### config.mk
export PLATFORM = sky130hd
export DESIGN_NAME = clcr_bank
export DESIGN_NICKNAME = d
export VERILOG_FILES = /design/src/inc/clcr_pkg.sv /design/src/inc/clcr_bus_if.sv /design/src/design/clcr_bank.sv /design/src/design/clcr_store.sv
export SDC_FILE = /design/constraint.sdc
export NUM_CORES = 1
export LEC_CHECK = 0
export ABC_CLOCK_PERIOD_IN_PS = 8950
export BUFFER_PORTS_ARGS = -buffer_cell sky130_fd_sc_hd__clkbuf_2
export CORE_ASPECT_RATIO = 1.25
export CORE_UTILIZATION = 30
export CTS_CLUSTER_DIAMETER = 50
export DETAILED_ROUTE_END_ITERATION = 6
export PLACE_DENSITY_LB_ADDON = 0.3
export RECOVER_POWER = 100
export SLEW_MARGIN = 25
export SYNTH_ARGS = -nofsm -noshare
export SYNTH_HDL_FRONTEND = slang
export SYNTH_SLANG_ARGS = --single-unit
### constraint.sdc
create_clock -name ref_clk_i -period 8.95 [get_ports ref_clk_i]
set_clock_uncertainty 0.2 [all_clocks]
set_input_delay 1.3425 -clock ref_clk_i [delete_from_list [all_inputs] [get_ports ref_clk_i]]
set_output_delay 1.3425 -clock ref_clk_i [all_outputs]
set_load 0.01 [all_outputs]
### src/inc/clcr_pkg.sv
/*
  Package of the charger limit control register bank: offsets, reset
  values, field positions and timing constants.
  Assumes a host-side serial front end that hands over byte accesses.
*/
// What this block does
// Charge voltage code in 04h bits 7:3, default 01000, low codes listed.
// Charge voltage codes 01001 to 11111 step 10 mV from 4.290 V.
// Final phase duration in 04h bits 2:1, 00 off, else 15/30/45 min.
// 04h bit 0 picks recharge margin: 0 is 120 mV, 1 is 210 mV.
// 04h reads and writes, resets to 40h, restored by reset command and watchdog.
// 05h reads and writes, resets to 9Eh, restored by reset command and watchdog.
// 06h reads and writes, resets to E6h, restored by reset command only.
// 05h bit 7 enables termination when set, default set.
// Watchdog period in 05h bits 5:4: off, 40 s, 80 s, 160 s.
// 05h bit 3 enables both safety timers, pre-charge fixed two hours.
// 05h bit 2 picks fast phase duration: 0 is 20 h, 1 is 10 h.
// 05h bit 1 picks thermal limit: 0 is 90 C, 1 is 110 C.
// 05h bit 0 in warm band: 0 caps at 4.1 V, 1 keeps target.
// Input overvoltage select in 06h bits 7:6: 5.85, 6.4, 11, 14.2 V.
// Boost output voltage code in 06h bits 5:4, 00 is 4.6 V.
// Input voltage floor code in 06h bits 3:0, 3.9 V plus binary weights.
// Floor bits 1 and 2 weigh 200 mV and 400 mV: plain 100 mV steps.
// 05h bit 6 stores and reads back, reset 0, no effect; host writes 0.
package clcr_pkg;
  // ----------------------------------------------------------------------
  // Register map
  // ----------------------------------------------------------------------
  localparam logic [7:0] OFS_CHARGE_VOLTAGE_LIMIT   = 8'h04;
  localparam logic [7:0] OFS_CHARGER_CONTROL_TIMERS = 8'h05;
  localparam logic [7:0] OFS_INPUT_BOOST_THRESHOLDS = 8'h06;
  localparam logic [7:0] RST_CHARGE_VOLTAGE_LIMIT   = 8'h40;
  localparam logic [7:0] RST_CHARGER_CONTROL_TIMERS = 8'h9e;
  localparam logic [7:0] RST_INPUT_BOOST_THRESHOLDS = 8'he6;
  localparam logic [7:0] UNMAPPED_READ              = 8'h00;
  localparam int         NUM_REGS                   = 3;

  // ----------------------------------------------------------------------
  // Field positions
  // ----------------------------------------------------------------------
  localparam int VCODE_LSB      = 3;
  localparam int FINAL_LSB      = 1;
  localparam int RECHG_BIT      = 0;
  localparam int TERM_EN_BIT    = 7;
  localparam int SPARE_BIT      = 6;
  localparam int WDOG_LSB       = 4;
  localparam int TIMER_EN_BIT   = 3;
  localparam int FAST_DUR_BIT   = 2;
  localparam int THERM_BIT      = 1;
  localparam int WARM_BIT       = 0;
  localparam int OVP_LSB        = 6;
  localparam int BOOST_LSB      = 4;
  localparam int FLOOR_LSB      = 0;

  // ----------------------------------------------------------------------
  // Decoded settings, millivolts, minutes, hours and degrees C
  // ----------------------------------------------------------------------
  localparam logic [4:0]  VCODE_LINEAR_FIRST = 5'h09;
  localparam logic [12:0] VLINEAR_BASE_MV    = 13'd4290;
  localparam logic [12:0] VSTEP_MV           = 13'd10;
  localparam logic [12:0] FLOOR_BASE_MV      = 13'd3900;
  localparam logic [12:0] FLOOR_STEP_MV      = 13'd100;
  localparam logic [12:0] WARM_CAP_MV        = 13'd4100;
  localparam logic [7:0]  RECHG_LO_MV        = 8'd120;
  localparam logic [7:0]  RECHG_HI_MV        = 8'd210;
  localparam logic [5:0]  FINAL_STEP_MIN     = 6'd15;
  localparam logic [4:0]  FAST_LONG_H        = 5'd20;
  localparam logic [4:0]  FAST_SHORT_H       = 5'd10;
  localparam logic [4:0]  PRE_H              = 5'd2;
  localparam logic [6:0]  THERM_LO_C         = 7'd90;
  localparam logic [6:0]  THERM_HI_C         = 7'd110;
  localparam logic [13:0] OVP_MV_00          = 14'd5850;
  localparam logic [13:0] OVP_MV_01          = 14'd6400;
  localparam logic [13:0] OVP_MV_10          = 14'd11000;
  localparam logic [13:0] OVP_MV_11          = 14'd14200;
  localparam logic [12:0] BOOST_BASE_MV      = 13'd4600;

  // ----------------------------------------------------------------------
  // Watchdog periods
  // ----------------------------------------------------------------------
  localparam int    CLK_HZ      = 50_000_000;
  localparam int    WDOG_BASE_S = 40;
  localparam longint WDOG_BASE_CYC = longint'(WDOG_BASE_S) * CLK_HZ;
endpackage : clcr_pkg

### src/inc/clcr_bus_if.sv
/*
  Byte register access carrier between the register bank and its store.
  Assumes one clock shared by both ends.
*/
`timescale 1ns/1ns
interface clcr_bus_if;
  logic       wr_en;
  logic [1:0] wr_idx;
  logic [7:0] wr_data;
  logic       rst_cmd;
  logic       wdog_rst;
  logic [7:0] reg_q [3];
  modport bank  (output wr_en, wr_idx, wr_data, rst_cmd, wdog_rst,
                 input reg_q);
  modport store (input wr_en, wr_idx, wr_data, rst_cmd, wdog_rst,
                 output reg_q);
endinterface : clcr_bus_if

### src/design/clcr_bank.sv
/*
  Charger limit control register bank: three read/write configuration
  bytes, their decoded settings and the watchdog that guards 04h and 05h.
  Assumes the serial front end presents byte accesses on this clock:
  a one-cycle write strobe, and a read address whose data is registered.
*/
`timescale 1ns/1ns
module clcr_bank #(
  parameter longint WDOG_BASE_CYC = clcr_pkg::WDOG_BASE_CYC
) (
  // Clock and reset
  input  wire logic        ref_clk_i,
  input  wire logic        nrst_i,
  // Register access
  input  wire logic        wr_i,
  input  wire logic        rd_i,
  input  wire logic [7:0]  addr_i,
  input  wire logic [7:0]  wdata_i,
  input  wire logic        reg_rst_i,
  input  wire logic        wdog_kick_i,
  output logic      [7:0]  rdata_o,
  output logic             rvalid_o,
  output logic             wdog_expired_o,
  // Decoded settings
  output logic      [12:0] charge_voltage_mv_o,
  output logic      [12:0] warm_voltage_mv_o,
  output logic      [5:0]  final_phase_min_o,
  output logic      [7:0]  recharge_margin_mv_o,
  output logic             term_en_o,
  output logic             timer_en_o,
  output logic      [4:0]  pre_phase_h_o,
  output logic      [4:0]  fast_phase_h_o,
  output logic      [6:0]  thermal_limit_c_o,
  output logic      [13:0] input_overvoltage_mv_o,
  output logic      [1:0]  boost_output_voltage_code_o,
  output logic      [12:0] input_floor_mv_o
);

  // ----------------------------------------------------------------------
  // Decode helpers
  // ----------------------------------------------------------------------
  function automatic logic [1:0] ofs_to_idx(input logic [7:0] a);
    return 2'(a - clcr_pkg::OFS_CHARGE_VOLTAGE_LIMIT);
  endfunction : ofs_to_idx

  function automatic logic mapped(input logic [7:0] a);
    return a >= clcr_pkg::OFS_CHARGE_VOLTAGE_LIMIT &&
           a <= clcr_pkg::OFS_INPUT_BOOST_THRESHOLDS;
  endfunction : mapped

  // Listed low codes are not evenly spaced, so a table holds them
  function automatic logic [12:0] vcode_mv(input logic [4:0] c);
    logic [12:0] mv;
    mv = 13'd0;
    unique case (c)
      5'h00: mv = 13'd3494;
      5'h01: mv = 13'd3590;
      5'h02: mv = 13'd3686;
      5'h03: mv = 13'd3790;
      5'h04: mv = 13'd3894;
      5'h05: mv = 13'd3990;
      5'h06: mv = 13'd4090;
      5'h07: mv = 13'd4140;
      5'h08: mv = 13'd4190;
      default: mv = clcr_pkg::VLINEAR_BASE_MV + clcr_pkg::VSTEP_MV *
                    13'(c - clcr_pkg::VCODE_LINEAR_FIRST);
    endcase
    return mv;
  endfunction : vcode_mv

  // ----------------------------------------------------------------------
  // Storage
  // ----------------------------------------------------------------------
  clcr_bus_if bus ();

  clcr_store u_store (
    .ref_clk_i (ref_clk_i),
    .nrst_i    (nrst_i),
    .bus       (bus.store)
  );

  // ----------------------------------------------------------------------
  // Watchdog
  // ----------------------------------------------------------------------
  logic [34:0] wdog_cnt_q, wdog_cnt_d;
  logic        wdog_exp_q, wdog_exp_d;
  logic [34:0] wdog_limit;
  logic [1:0]  wdog_sel;

  assign wdog_sel = bus.reg_q[1][clcr_pkg::WDOG_LSB +: 2];

  always_comb begin
    unique case (wdog_sel)
      2'b00: wdog_limit = '0;
      2'b01: wdog_limit = 35'(WDOG_BASE_CYC);
      2'b10: wdog_limit = 35'(WDOG_BASE_CYC * 2);
      2'b11: wdog_limit = 35'(WDOG_BASE_CYC * 4);
    endcase
  end

  // Any register write or explicit kick restarts the period
  always_comb begin
    wdog_cnt_d = wdog_cnt_q + 35'd1;
    wdog_exp_d = 1'b0;
    if (wdog_sel == 2'b00 || wr_i || wdog_kick_i || reg_rst_i) begin
      wdog_cnt_d = '0;
    end else if (wdog_cnt_q >= wdog_limit - 35'd1) begin
      wdog_cnt_d = '0;
      wdog_exp_d = 1'b1;
    end
  end

  always_ff @(posedge ref_clk_i) begin
    if (!nrst_i) begin
      wdog_cnt_q <= '0;
      wdog_exp_q <= 1'b0;
    end else begin
      wdog_cnt_q <= wdog_cnt_d;
      wdog_exp_q <= wdog_exp_d;
    end
  end

  // ----------------------------------------------------------------------
  // Register access
  // ----------------------------------------------------------------------
  // Expiry restores 04h and 05h on the next edge; a write to them landing then is overridden
  assign bus.wr_en    = wr_i && mapped(addr_i);
  assign bus.wr_idx   = ofs_to_idx(addr_i);
  assign bus.wr_data  = wdata_i;
  assign bus.rst_cmd  = reg_rst_i;
  assign bus.wdog_rst = wdog_exp_q;

  logic [7:0] rdata_q, rdata_d;
  logic       rvalid_d;

  always_comb begin
    rdata_d  = rdata_q;
    rvalid_d = rd_i;
    if (rd_i) begin
      rdata_d = mapped(addr_i) ? bus.reg_q[ofs_to_idx(addr_i)]
                               : clcr_pkg::UNMAPPED_READ;
    end
  end

  always_ff @(posedge ref_clk_i) begin
    if (!nrst_i) begin
      rdata_q  <= '0;
    end else begin
      rdata_q  <= rdata_d;
    end
  end

  // ----------------------------------------------------------------------
  // Settings decode
  // ----------------------------------------------------------------------
  logic [7:0]  r4, r5, r6;
  logic [12:0] cv_d, wv_d, fl_d;
  logic [5:0]  fp_d;
  logic [7:0]  rm_d;
  logic [4:0]  fh_d, ph_d;
  logic [6:0]  th_d;
  logic [13:0] ov_d;

  assign r4 = bus.reg_q[0];
  assign r5 = bus.reg_q[1];
  assign r6 = bus.reg_q[2];

  always_comb begin
    cv_d = vcode_mv(r4[clcr_pkg::VCODE_LSB +: 5]);
    // Warm band never raises the target, it only caps it
    wv_d = (r5[clcr_pkg::WARM_BIT] || cv_d < clcr_pkg::WARM_CAP_MV) ?
           cv_d : clcr_pkg::WARM_CAP_MV;
    fp_d = clcr_pkg::FINAL_STEP_MIN *
           6'(r4[clcr_pkg::FINAL_LSB +: 2]);
    rm_d = r4[clcr_pkg::RECHG_BIT] ? clcr_pkg::RECHG_HI_MV
                                   : clcr_pkg::RECHG_LO_MV;
    ph_d = r5[clcr_pkg::TIMER_EN_BIT] ? clcr_pkg::PRE_H : 5'd0;
    fh_d = !r5[clcr_pkg::TIMER_EN_BIT] ? 5'd0 :
           r5[clcr_pkg::FAST_DUR_BIT] ? clcr_pkg::FAST_SHORT_H
                                      : clcr_pkg::FAST_LONG_H;
    th_d = r5[clcr_pkg::THERM_BIT] ? clcr_pkg::THERM_HI_C
                                   : clcr_pkg::THERM_LO_C;
    unique case (r6[clcr_pkg::OVP_LSB +: 2])
      2'b00: ov_d = clcr_pkg::OVP_MV_00;
      2'b01: ov_d = clcr_pkg::OVP_MV_01;
      2'b10: ov_d = clcr_pkg::OVP_MV_10;
      2'b11: ov_d = clcr_pkg::OVP_MV_11;
    endcase
    fl_d = clcr_pkg::FLOOR_BASE_MV + clcr_pkg::FLOOR_STEP_MV *
           13'(r6[clcr_pkg::FLOOR_LSB +: 4]); // see
  end

  always_ff @(posedge ref_clk_i) begin
    if (!nrst_i) begin
      charge_voltage_mv_o         <= '0;
      warm_voltage_mv_o           <= '0;
      final_phase_min_o           <= '0;
      recharge_margin_mv_o        <= '0;
      term_en_o                   <= 1'b0;
      timer_en_o                  <= 1'b0;
      pre_phase_h_o               <= '0;
      fast_phase_h_o              <= '0;
      thermal_limit_c_o           <= '0;
      input_overvoltage_mv_o      <= '0;
      boost_output_voltage_code_o <= '0;
      input_floor_mv_o            <= '0;
      rdata_o                     <= '0;
      rvalid_o                    <= 1'b0;
      wdog_expired_o              <= 1'b0;
    end else begin
      charge_voltage_mv_o         <= cv_d;
      warm_voltage_mv_o           <= wv_d;
      final_phase_min_o           <= fp_d;
      recharge_margin_mv_o        <= rm_d;
      term_en_o                   <= r5[clcr_pkg::TERM_EN_BIT];
      timer_en_o                  <= r5[clcr_pkg::TIMER_EN_BIT];
      pre_phase_h_o               <= ph_d;
      fast_phase_h_o              <= fh_d;
      thermal_limit_c_o           <= th_d;
      input_overvoltage_mv_o      <= ov_d;
      boost_output_voltage_code_o <= r6[clcr_pkg::BOOST_LSB +: 2];
      input_floor_mv_o            <= fl_d;
      rdata_o                     <= rdata_d;
      rvalid_o                    <= rvalid_d;
      wdog_expired_o              <= wdog_exp_q;
    end
  end
endmodule : clcr_bank

### src/design/clcr_store.sv
/*
  Storage of the three configuration bytes with their reset classes.
  Assumes writes and reset strobes arrive as one-cycle pulses.
*/
`timescale 1ns/1ns
module clcr_store (
  // Clock and reset
  input  wire logic ref_clk_i,
  input  wire logic nrst_i,
  // Access
  clcr_bus_if.store bus
);
  localparam logic [7:0] RST_VAL [3] = '{
    clcr_pkg::RST_CHARGE_VOLTAGE_LIMIT,
    clcr_pkg::RST_CHARGER_CONTROL_TIMERS,
    clcr_pkg::RST_INPUT_BOOST_THRESHOLDS};
  // Only the two lower bytes fall back when the watchdog expires
  localparam logic [2:0] WDOG_CLASS = 3'b011;

  logic [7:0] reg_q [3];
  logic [7:0] reg_d [3];

  for (genvar g = 0; g < 3; g++) begin : g_reg
    always_comb begin
      reg_d[g] = reg_q[g];
      if (bus.rst_cmd || (bus.wdog_rst && WDOG_CLASS[g])) begin
        reg_d[g] = RST_VAL[g]; // see see
      end else if (bus.wr_en && bus.wr_idx == 2'(g)) begin
        reg_d[g] = bus.wr_data;
      end
    end
    always_ff @(posedge ref_clk_i) begin
      if (!nrst_i) begin
        reg_q[g] <= RST_VAL[g];
      end else begin
        reg_q[g] <= reg_d[g];
      end
    end
    assign bus.reg_q[g] = reg_q[g];
  end
endmodule : clcr_store

==> results of run 1 <==
## path summary, 6_finish.rpt
check,startpoint,end,slack (ns),cells after the start
worst max-delay path,u_store.reg_q[0][3],warm_voltage_mv_o[2],3.95,15
worst min-delay path,wdog_cnt_q[0],wdog_cnt_q[0],0.24,1
worst max register to register,u_store.reg_q[0][3],warm_voltage_mv_o[2],3.95,15
worst min register to register,wdog_cnt_q[0],wdog_cnt_q[0],0.24,1
## cell usage after synthesis (all sizes together) (24+ instances only)
cell / instances
dfxtp: 129
nor2: 71
a21oi: 64
ha: 64
buf: 43
nand2: 41
inv: 32
mux2i: 32
xor2: 27
nand3: 26
xnor2: 25
and2: 24
## cell usage in the layout, fill, tap and decap left out, drive strengths merged, types with 5 or more instances in the layout
cell type  instances
dfxtp            129
clkbuf           125
nor2              71
a21oi             64
ha                64
nand2             41
inv               37
mux2i             32
xor2              27
nand3             26
xnor2             25
and2              24
o21ai             19
nor2b             16
conb              14
and3              13
a21o              10
nor3              10
nand4              7
nand2b             7
a211oi             6
or2                6
a31oi              5
o21a               5
nor4               5
## routing by layer
metal / routed length [um] / vias to the layer above / part of all wire, % / track usage (%)
met1: 6916 / 2487 / 44 / 16.23
met4: 324 / 0 / 2.1 / 5.877
met5: 0 / - / 0 / 0
met3: 728 / 25 / 4.6 / 3.526
met2: 7748 / 120 / 49 / 25.12
li1: - / 2713 / - / -
## state kept, by name (all words and copies together), names as in the netlist
name / count
boost_output_voltage_code_o: 2
bus.wdog_rst: 1
charge_voltage_mv_o: 12
fast_phase_h_o: 2
final_phase_min_o: 5
input_floor_mv_o: 11
input_overvoltage_mv_o: 8
rdata_o: 8
recharge_margin_mv_o: 3
rvalid_o: 1
term_en_o: 1
thermal_limit_c_o: 2
timer_en_o: 1
u_store.reg_q: 24
warm_voltage_mv_o: 12
wdog_cnt_q: 35
wdog_expired_o: 1
## final cells by class
cell class	count	area, um^2	share of cell area (%)
Multi-Input combinational cell	545	3805	48.39
Clock inverter	13	126.4	1.607
Sequential cell	129	2582	32.85
Clock buffer	19	442.9	5.633
Antenna cell	1	2.502	0.03183
Inverter	32	120.1	1.528
Timing Repair Buffer	107	429.2	5.458
Tap cell	283	354.1	4.504
## cell families after synthesis
group | after synthesis | share of synthesized area (%)
simple gates | 245 | 18.78
compound gates | 135 | 12.63
flops | 129 | 37.89
buf+inv | 88 | 6.756
fa+ha+maj | 66 | 12.34
xor+xnor | 52 | 6.683
mux | 33 | 4.865
other cells | 1 | 0.05502
## power by group through the flow
stage,Combinational (mW),Sequential (mW),Clock (mW)
after global routing,0.0491,0.584,0.708
after CTS,0.0471,0.583,0.683
final,0.0440,0.583,0.663
after floorplan,0.0303,0.599,0
after detailed placement,0.0469,0.596,0
after global placement,0.0471,0.596,0
## stage by stage
step	cell area, um^2	hold WS (ns)	utilization, %	power, mW
floorplan	6864	0.2097	-	0.6296
global placement	7418	0.2307	33.29	0.6431
detailed placement	7418	0.2304	33.29	0.6431
CTS	7988	0.2394	35.84	1.314
global route	7860	0.2595	35.27	1.341
finish	7863	0.2409	35.28	1.290
## critical path, cell delays in order, from the launching register on
cell and delay, ns:
dfxtp_1 0.54, inv_1 0.18, ha_1 0.37, nand2b_1 0.24
nand2_1 0.14, xnor2_1 0.19, ha_1 0.31, inv_1 0.06
fa_1 0.46, nand2b_1 0.16, a21oi_1 0.34, xor2_1 0.37
nand3_1 0.18, a211oi_1 0.78, a41oi_1 0.14, o21a_1 0.22
==> results.sh, run 1 <==
export IMPL_status="finished, violations left"
export IMPL_violations="capacitance limit, slew limit"
export IMPL_cts_made_buffers=17
export IMPL_grt_pass1_vias=5186
export IMPL_place_inst=1096
export IMPL_instances_no_fill=1129
export IMPL_cts_hold_buffers=0
export IMPL_grt_first_pass_wirelength_um=25910
export IMPL_grt_antenna_before_repair=1
export IMPL_syn_inst=749
export IMPL_drv_slew=72
export IMPL_p_sw_share_pct=23.37
export IMPL_max_freq_mhz=199.8
export IMPL_yosysWarningCount=0
export IMPL_yosysUniqueCellTypes=63
export IMPL_drc=0
export IMPL_syn_area_per_cell_um2=9.099
export IMPL_hold_viol_final=0
export IMPL_drtIter0Drc=261
export IMPL_io_buffers=105
export IMPL_grt_remaining_overflow=0
export IMPL_comb_power_share_pct=3.4
export IMPL_critPathKind="flip-flop to flip-flop"
export IMPL_core_area_um2=22290
export IMPL_crit_arrival_ns=5.10
export IMPL_power_density_nw_per_um2=164.1
export IMPL_cts_tree="built"
export IMPL_syn2layout_area_growth_pct=15.37
export IMPL_drt_pass1_iterations=4
export IMPL_wl_per_cell_um=13.92
export IMPL_clock_root_buffer="clkbuf_16"
export IMPL_grt_max_degree=39
export IMPL_ys_async_sr_fraction_pct=0
export IMPL_ir_worst_vdd_v=0.0001274
export IMPL_final_nets=920
export IMPL_viasPerCell=4.734
export IMPL_slew_headroom_pct=-26.50
export IMPL_yosysTopAreaCell="dfxtp_1"
export IMPL_crit_path_start_kind="flip-flop"
export IMPL_die_x_um=136.8
export IMPL_die_h_um=170.5
export IMPL_clkTransAtPathRegs_ns=0.06
export IMPL_h_tree_depth=4
export IMPL_yosys_top_cells_area="dfxtp_1 (38%), ha_1 (12%), mux2i_1 (4.7%), a21oi_1 (4.6%), nor2_1 (3.7%)"
export IMPL_dp_hpwl_um=11770
export IMPL_required_ns=9.05
export IMPL_setup_tns_ns=0
export IMPL_grt_usage_pct=14.25
export IMPL_intPower_uw=988.5
export IMPL_syn_cell_area_um2=6815
export IMPL_worst_slew_pin_slew_ns=1.897
export IMPL_synthFlopType="dfxtp_1"
export IMPL_ant_nets=0
export IMPL_cts_resized_gates=0
export IMPL_cts_num_sinks=129
export IMPL_crit_fanout=12
export IMPL_fp_row_count=61
export IMPL_rsz0062_at_grt="no"
export IMPL_hp_class="flip-flop to flip-flop"
export IMPL_min_period_ns=5.004
export IMPL_gp_congestion=0.7720
export IMPL_ys_seq_area_share_pct=37.89
export IMPL_dp_slack_ns=4.464
export IMPL_leakagePower_nw=3.308
export IMPL_drive_gt1_share_pct=7.929
export IMPL_max_cap_violations=2
export IMPL_setup_slack_ns=3.946
export IMPL_crit_path_end_kind="flip-flop"
export IMPL_fillers=2346
export IMPL_ys_ff_latch=129
export IMPL_vias=5345
export IMPL_wl_um=15720
export IMPL_p_seq_share_pct=45.2
export IMPL_pwr_share_clk_pct=51.4
export IMPL_cts_setup_buffers=0
export IMPL_period_share_pct=55.91
export IMPL_synth_edf_count=0
export IMPL_power_switching_uw=301.5
export IMPL_final_setup_viol_count=0
export IMPL_die_area_um2=23330
export IMPL_start_util_pct=30.58
export IMPL_clockBufferDepth=2
export IMPL_ios=120
export IMPL_insertion_delay_ns=0.41
export IMPL_synth_top_area_share_pct=37.89
(Power assumes the default switching activity.)
==> inputs of run 2 (changes only) <==
--- a/config.mk
+++ b/config.mk
@@ -5,7 +5,7 @@
 export SDC_FILE = /design/constraint.sdc
 export NUM_CORES = 1
 export LEC_CHECK = 0
-export ABC_CLOCK_PERIOD_IN_PS = 8950
+export ABC_CLOCK_PERIOD_IN_PS = 4320
 export BUFFER_PORTS_ARGS = -buffer_cell sky130_fd_sc_hd__clkbuf_2
 export CORE_ASPECT_RATIO = 1.25
 export CORE_UTILIZATION = 30
==> constraint.sdc (replaced) <==
create_clock -name ref_clk_i -period 4.32 [get_ports ref_clk_i]
set_clock_uncertainty 0.2 [all_clocks]
set_input_delay 0.648 -clock ref_clk_i [delete_from_list [all_inputs] [get_ports ref_clk_i]]
set_output_delay 0.648 -clock ref_clk_i [all_outputs]
set_load 0.01 [all_outputs]
==> run 2 against run 1 <==
  * The run ends with slew limit left
  * Die area stayed put
  * Cell area is 0.92% higher
  * Utilization is 0.33 points higher
  * Routed wire length hardly changed
==> results.sh, run 2 (synthesized netlist as in run 1, its figures left out) <==
export IMPL_largest_register="wdog_cnt_q"
export IMPL_worstSetupEndpoint="warm_voltage_mv_o[8]"
export IMPL_max_freq_mhz=251.2
export IMPL_slew_headroom_pct=-11.67
export IMPL_io_buffers=105
export IMPL_reg_top3="wdog_cnt_q x35, u_store.reg_q x24"
export IMPL_min_period_ns=3.981
export IMPL_clockBufferDepth=2
export IMPL_die_area_um2=23330
export IMPL_gp_congestion=0.8078
export IMPL_viasPerCell=4.708
export IMPL_required_ns=4.48
export IMPL_crit_buf_inv=3
export IMPL_cts_num_sinks=129
export IMPL_cts_setup_buffers=0
export IMPL_cts_tree="built"
export IMPL_hold_viol_final=0
export IMPL_critical_path_top_delay_family="adder cells"
export IMPL_rsz0062_at_grt="no"
export IMPL_critPathLaunch="u_store.reg_q[0][4]"
export IMPL_start_util_pct=30.58
export IMPL_status="finished, violations left"
export IMPL_h_tree_depth=4
export IMPL_drc=0
export IMPL_instances_no_fill=1137
export IMPL_final_common_cell="dfxtp_1"
export IMPL_reg2reg_from="u_store.reg_q[0][4]"
export IMPL_dp_hpwl_um=11870
export IMPL_hp_class="flip-flop to flip-flop"
export IMPL_crit_slowest_cell="fa_1"
export IMPL_cpPeakStageDelay_ns=0.46
export IMPL_cts_made_buffers=17
export IMPL_final_setup_viol_count=0
export IMPL_crit_path_start_kind="flip-flop"
export IMPL_cp_cell_sequence="inv_1 > ha_1 > nand2b_2 > nand2_1 > xnor2_1 > ha_1 > inv_1 > fa_1 > nand2b_1 > a21oi_2 > xor2_2 > nand3_1 > a211oi_2 > clkbuf_1 > nand2_1 > nor2_1"
export IMPL_grt_remaining_overflow=0
export IMPL_ant_nets=0
export IMPL_crit_cells=16
export IMPL_power_density_nw_per_um2=344.8
export IMPL_wl_um=15730
export IMPL_rrSetupSlack_ns=0.34
export IMPL_rr_worst_depth=16
export IMPL_crit_path_end_kind="flip-flop"
export IMPL_leakagePower_nw=3.367
export IMPL_crit_arrival_ns=4.14
export IMPL_grt_antenna_before_repair=1
export IMPL_worst_slew_pin_slew_ns=1.675
export IMPL_grt_pass1_vias=5159
export IMPL_syn2layout_area_growth_pct=16.43
export IMPL_place_inst=1104
export IMPL_final_cell_mix="dfxtp_1 (129), clkbuf_1 (88), nor2_1 (68), ha_1 (64), a21oi_1 (63)"
export IMPL_clock_root_buffer="clkbuf_16"
export IMPL_core_area_um2=22290
export IMPL_violations="slew limit"
export IMPL_critPathKind="flip-flop to flip-flop"
export IMPL_largest_register_ffs=35
export IMPL_period_share_pct=92.16
export IMPL_drive_gt1_share_pct=9.261
export IMPL_ir_worst_vdd_v=0.0003104
export IMPL_grt_max_degree=33
export IMPL_drv_slew=16
export IMPL_insertion_delay_ns=0.42
export IMPL_r2r_end="warm_voltage_mv_o[8]"
export IMPL_final_nets=928
export IMPL_max_cap_violations=0
export IMPL_drt_pass1_iterations=4
export IMPL_grt_usage_pct=14.08
export IMPL_fp_row_count=61
export IMPL_die_h_um=170.5
export IMPL_drtIter0Drc=207
export IMPL_wl_per_cell_um=13.84
export IMPL_ios=120
export IMPL_grt_first_pass_wirelength_um=25500
export IMPL_clkTransAtPathRegs_ns=0.07
export IMPL_die_x_um=136.8
export IMPL_vias=5353
export IMPL_setup_tns_ns=0
export IMPL_crit_fanout=7
==> run 2: cell count changes in the layout (fill, tap and decap cells not counted), moves of 2 or more <==
cell	previous run	this run
or2_0	2	0
buf_4	1	7
inv_8	0	5
clkinvlp_4	4	2
or2_2	4	6
and2_1	7	14
clkinv_4	2	0
and2_0	17	10
==> run 2: final cells by class <==
| cell class | count | area (um^2) |
|---|---|---|
| fill | 2348 | 14350 |
| multi-input combinational | 545 | 3801 |
| sequential | 129 | 2582 |
| timing repair buffer | 115 | 483.0 |
| clock buffer | 17 | 425.4 |
| tap | 283 | 354.1 |
| clock inverter | 15 | 166.4 |
| inverter | 32 | 120.1 |
| antenna | 1 | 2.502 |
==> run 2: worst min-delay path by stage <==
stage                             start            end  slack, ns  cells past startpoint
after global routing      wdog_cnt_q[0]  wdog_cnt_q[0]       0.28                      1
after global placement    wdog_cnt_q[0]  wdog_cnt_q[0]       0.23                      1
after CTS                 wdog_cnt_q[0]  wdog_cnt_q[0]       0.24                      1
after detailed placement  wdog_cnt_q[0]  wdog_cnt_q[0]       0.23                      1
after floorplan           wdog_cnt_q[0]  wdog_cnt_q[0]       0.21                      1
final                     wdog_cnt_q[0]  wdog_cnt_q[0]       0.24                      1
==> run 2: repair_timing <==
item                                    4_1_cts  5_1_grt
hold buffers                                  0        0
endpoints found under the setup margin        0        4
hold endpoints to repair                      0        0
gates resized for setup                       0        1
==> run 2: per-stage QoR <==
step | hold WS, ns | instance area [um^2] | utilization, % | power (mW) | worst slack [ns]
5_1_grt | 0.2829 | 7933 | 35.59 | 2.839 | 0.01873
2_1_floorplan | 0.2097 | 6864 | - | 1.304 | 0.4689
4_1_cts | 0.2399 | 8070 | 36.21 | 2.777 | 0.2260
3_5_place_dp | 0.2304 | 7478 | 33.56 | 1.334 | 0.2422
6_report | 0.2380 | 7935 | 35.61 | 2.736 | 0.3388
3_3_place_gp | 0.2331 | 7478 | 33.56 | 1.334 | 0.3345
==> run 2: routing by layer <==
layer	routed length [um]	track usage, %	share of wire (%)	vias to the layer above
met4	377	6.402	2.4	0
li1	-	-	-	2722
met2	7705	24.48	49	117
met5	0	0	0	-
met1	6904	16.11	44	2489
met3	744	3.467	4.7	25
==> run 2: worst register-to-register path, stage by stage, from the launching register on <==
cell,delay (ns)
dfxtp_1,0.44
inv_1,0.11
ha_1,0.23
nand2b_2,0.11
nand2_1,0.10
xnor2_1,0.19
ha_1,0.31
inv_1,0.06
fa_1,0.46
nand2b_1,0.18
a21oi_2,0.28
xor2_2,0.28
nand3_1,0.18
a211oi_2,0.39
clkbuf_1,0.19
nand2_1,0.10
nor2_1,0.12
==> run 2: report_power, final <==
part / internal (mW) / switching (mW) / total (mW)
logic: 0.0300 / 0.0626 / 0.0926
clock network: 0.823 / 0.613 / 1.44
registers: 1.20 / 0.00477 / 1.21
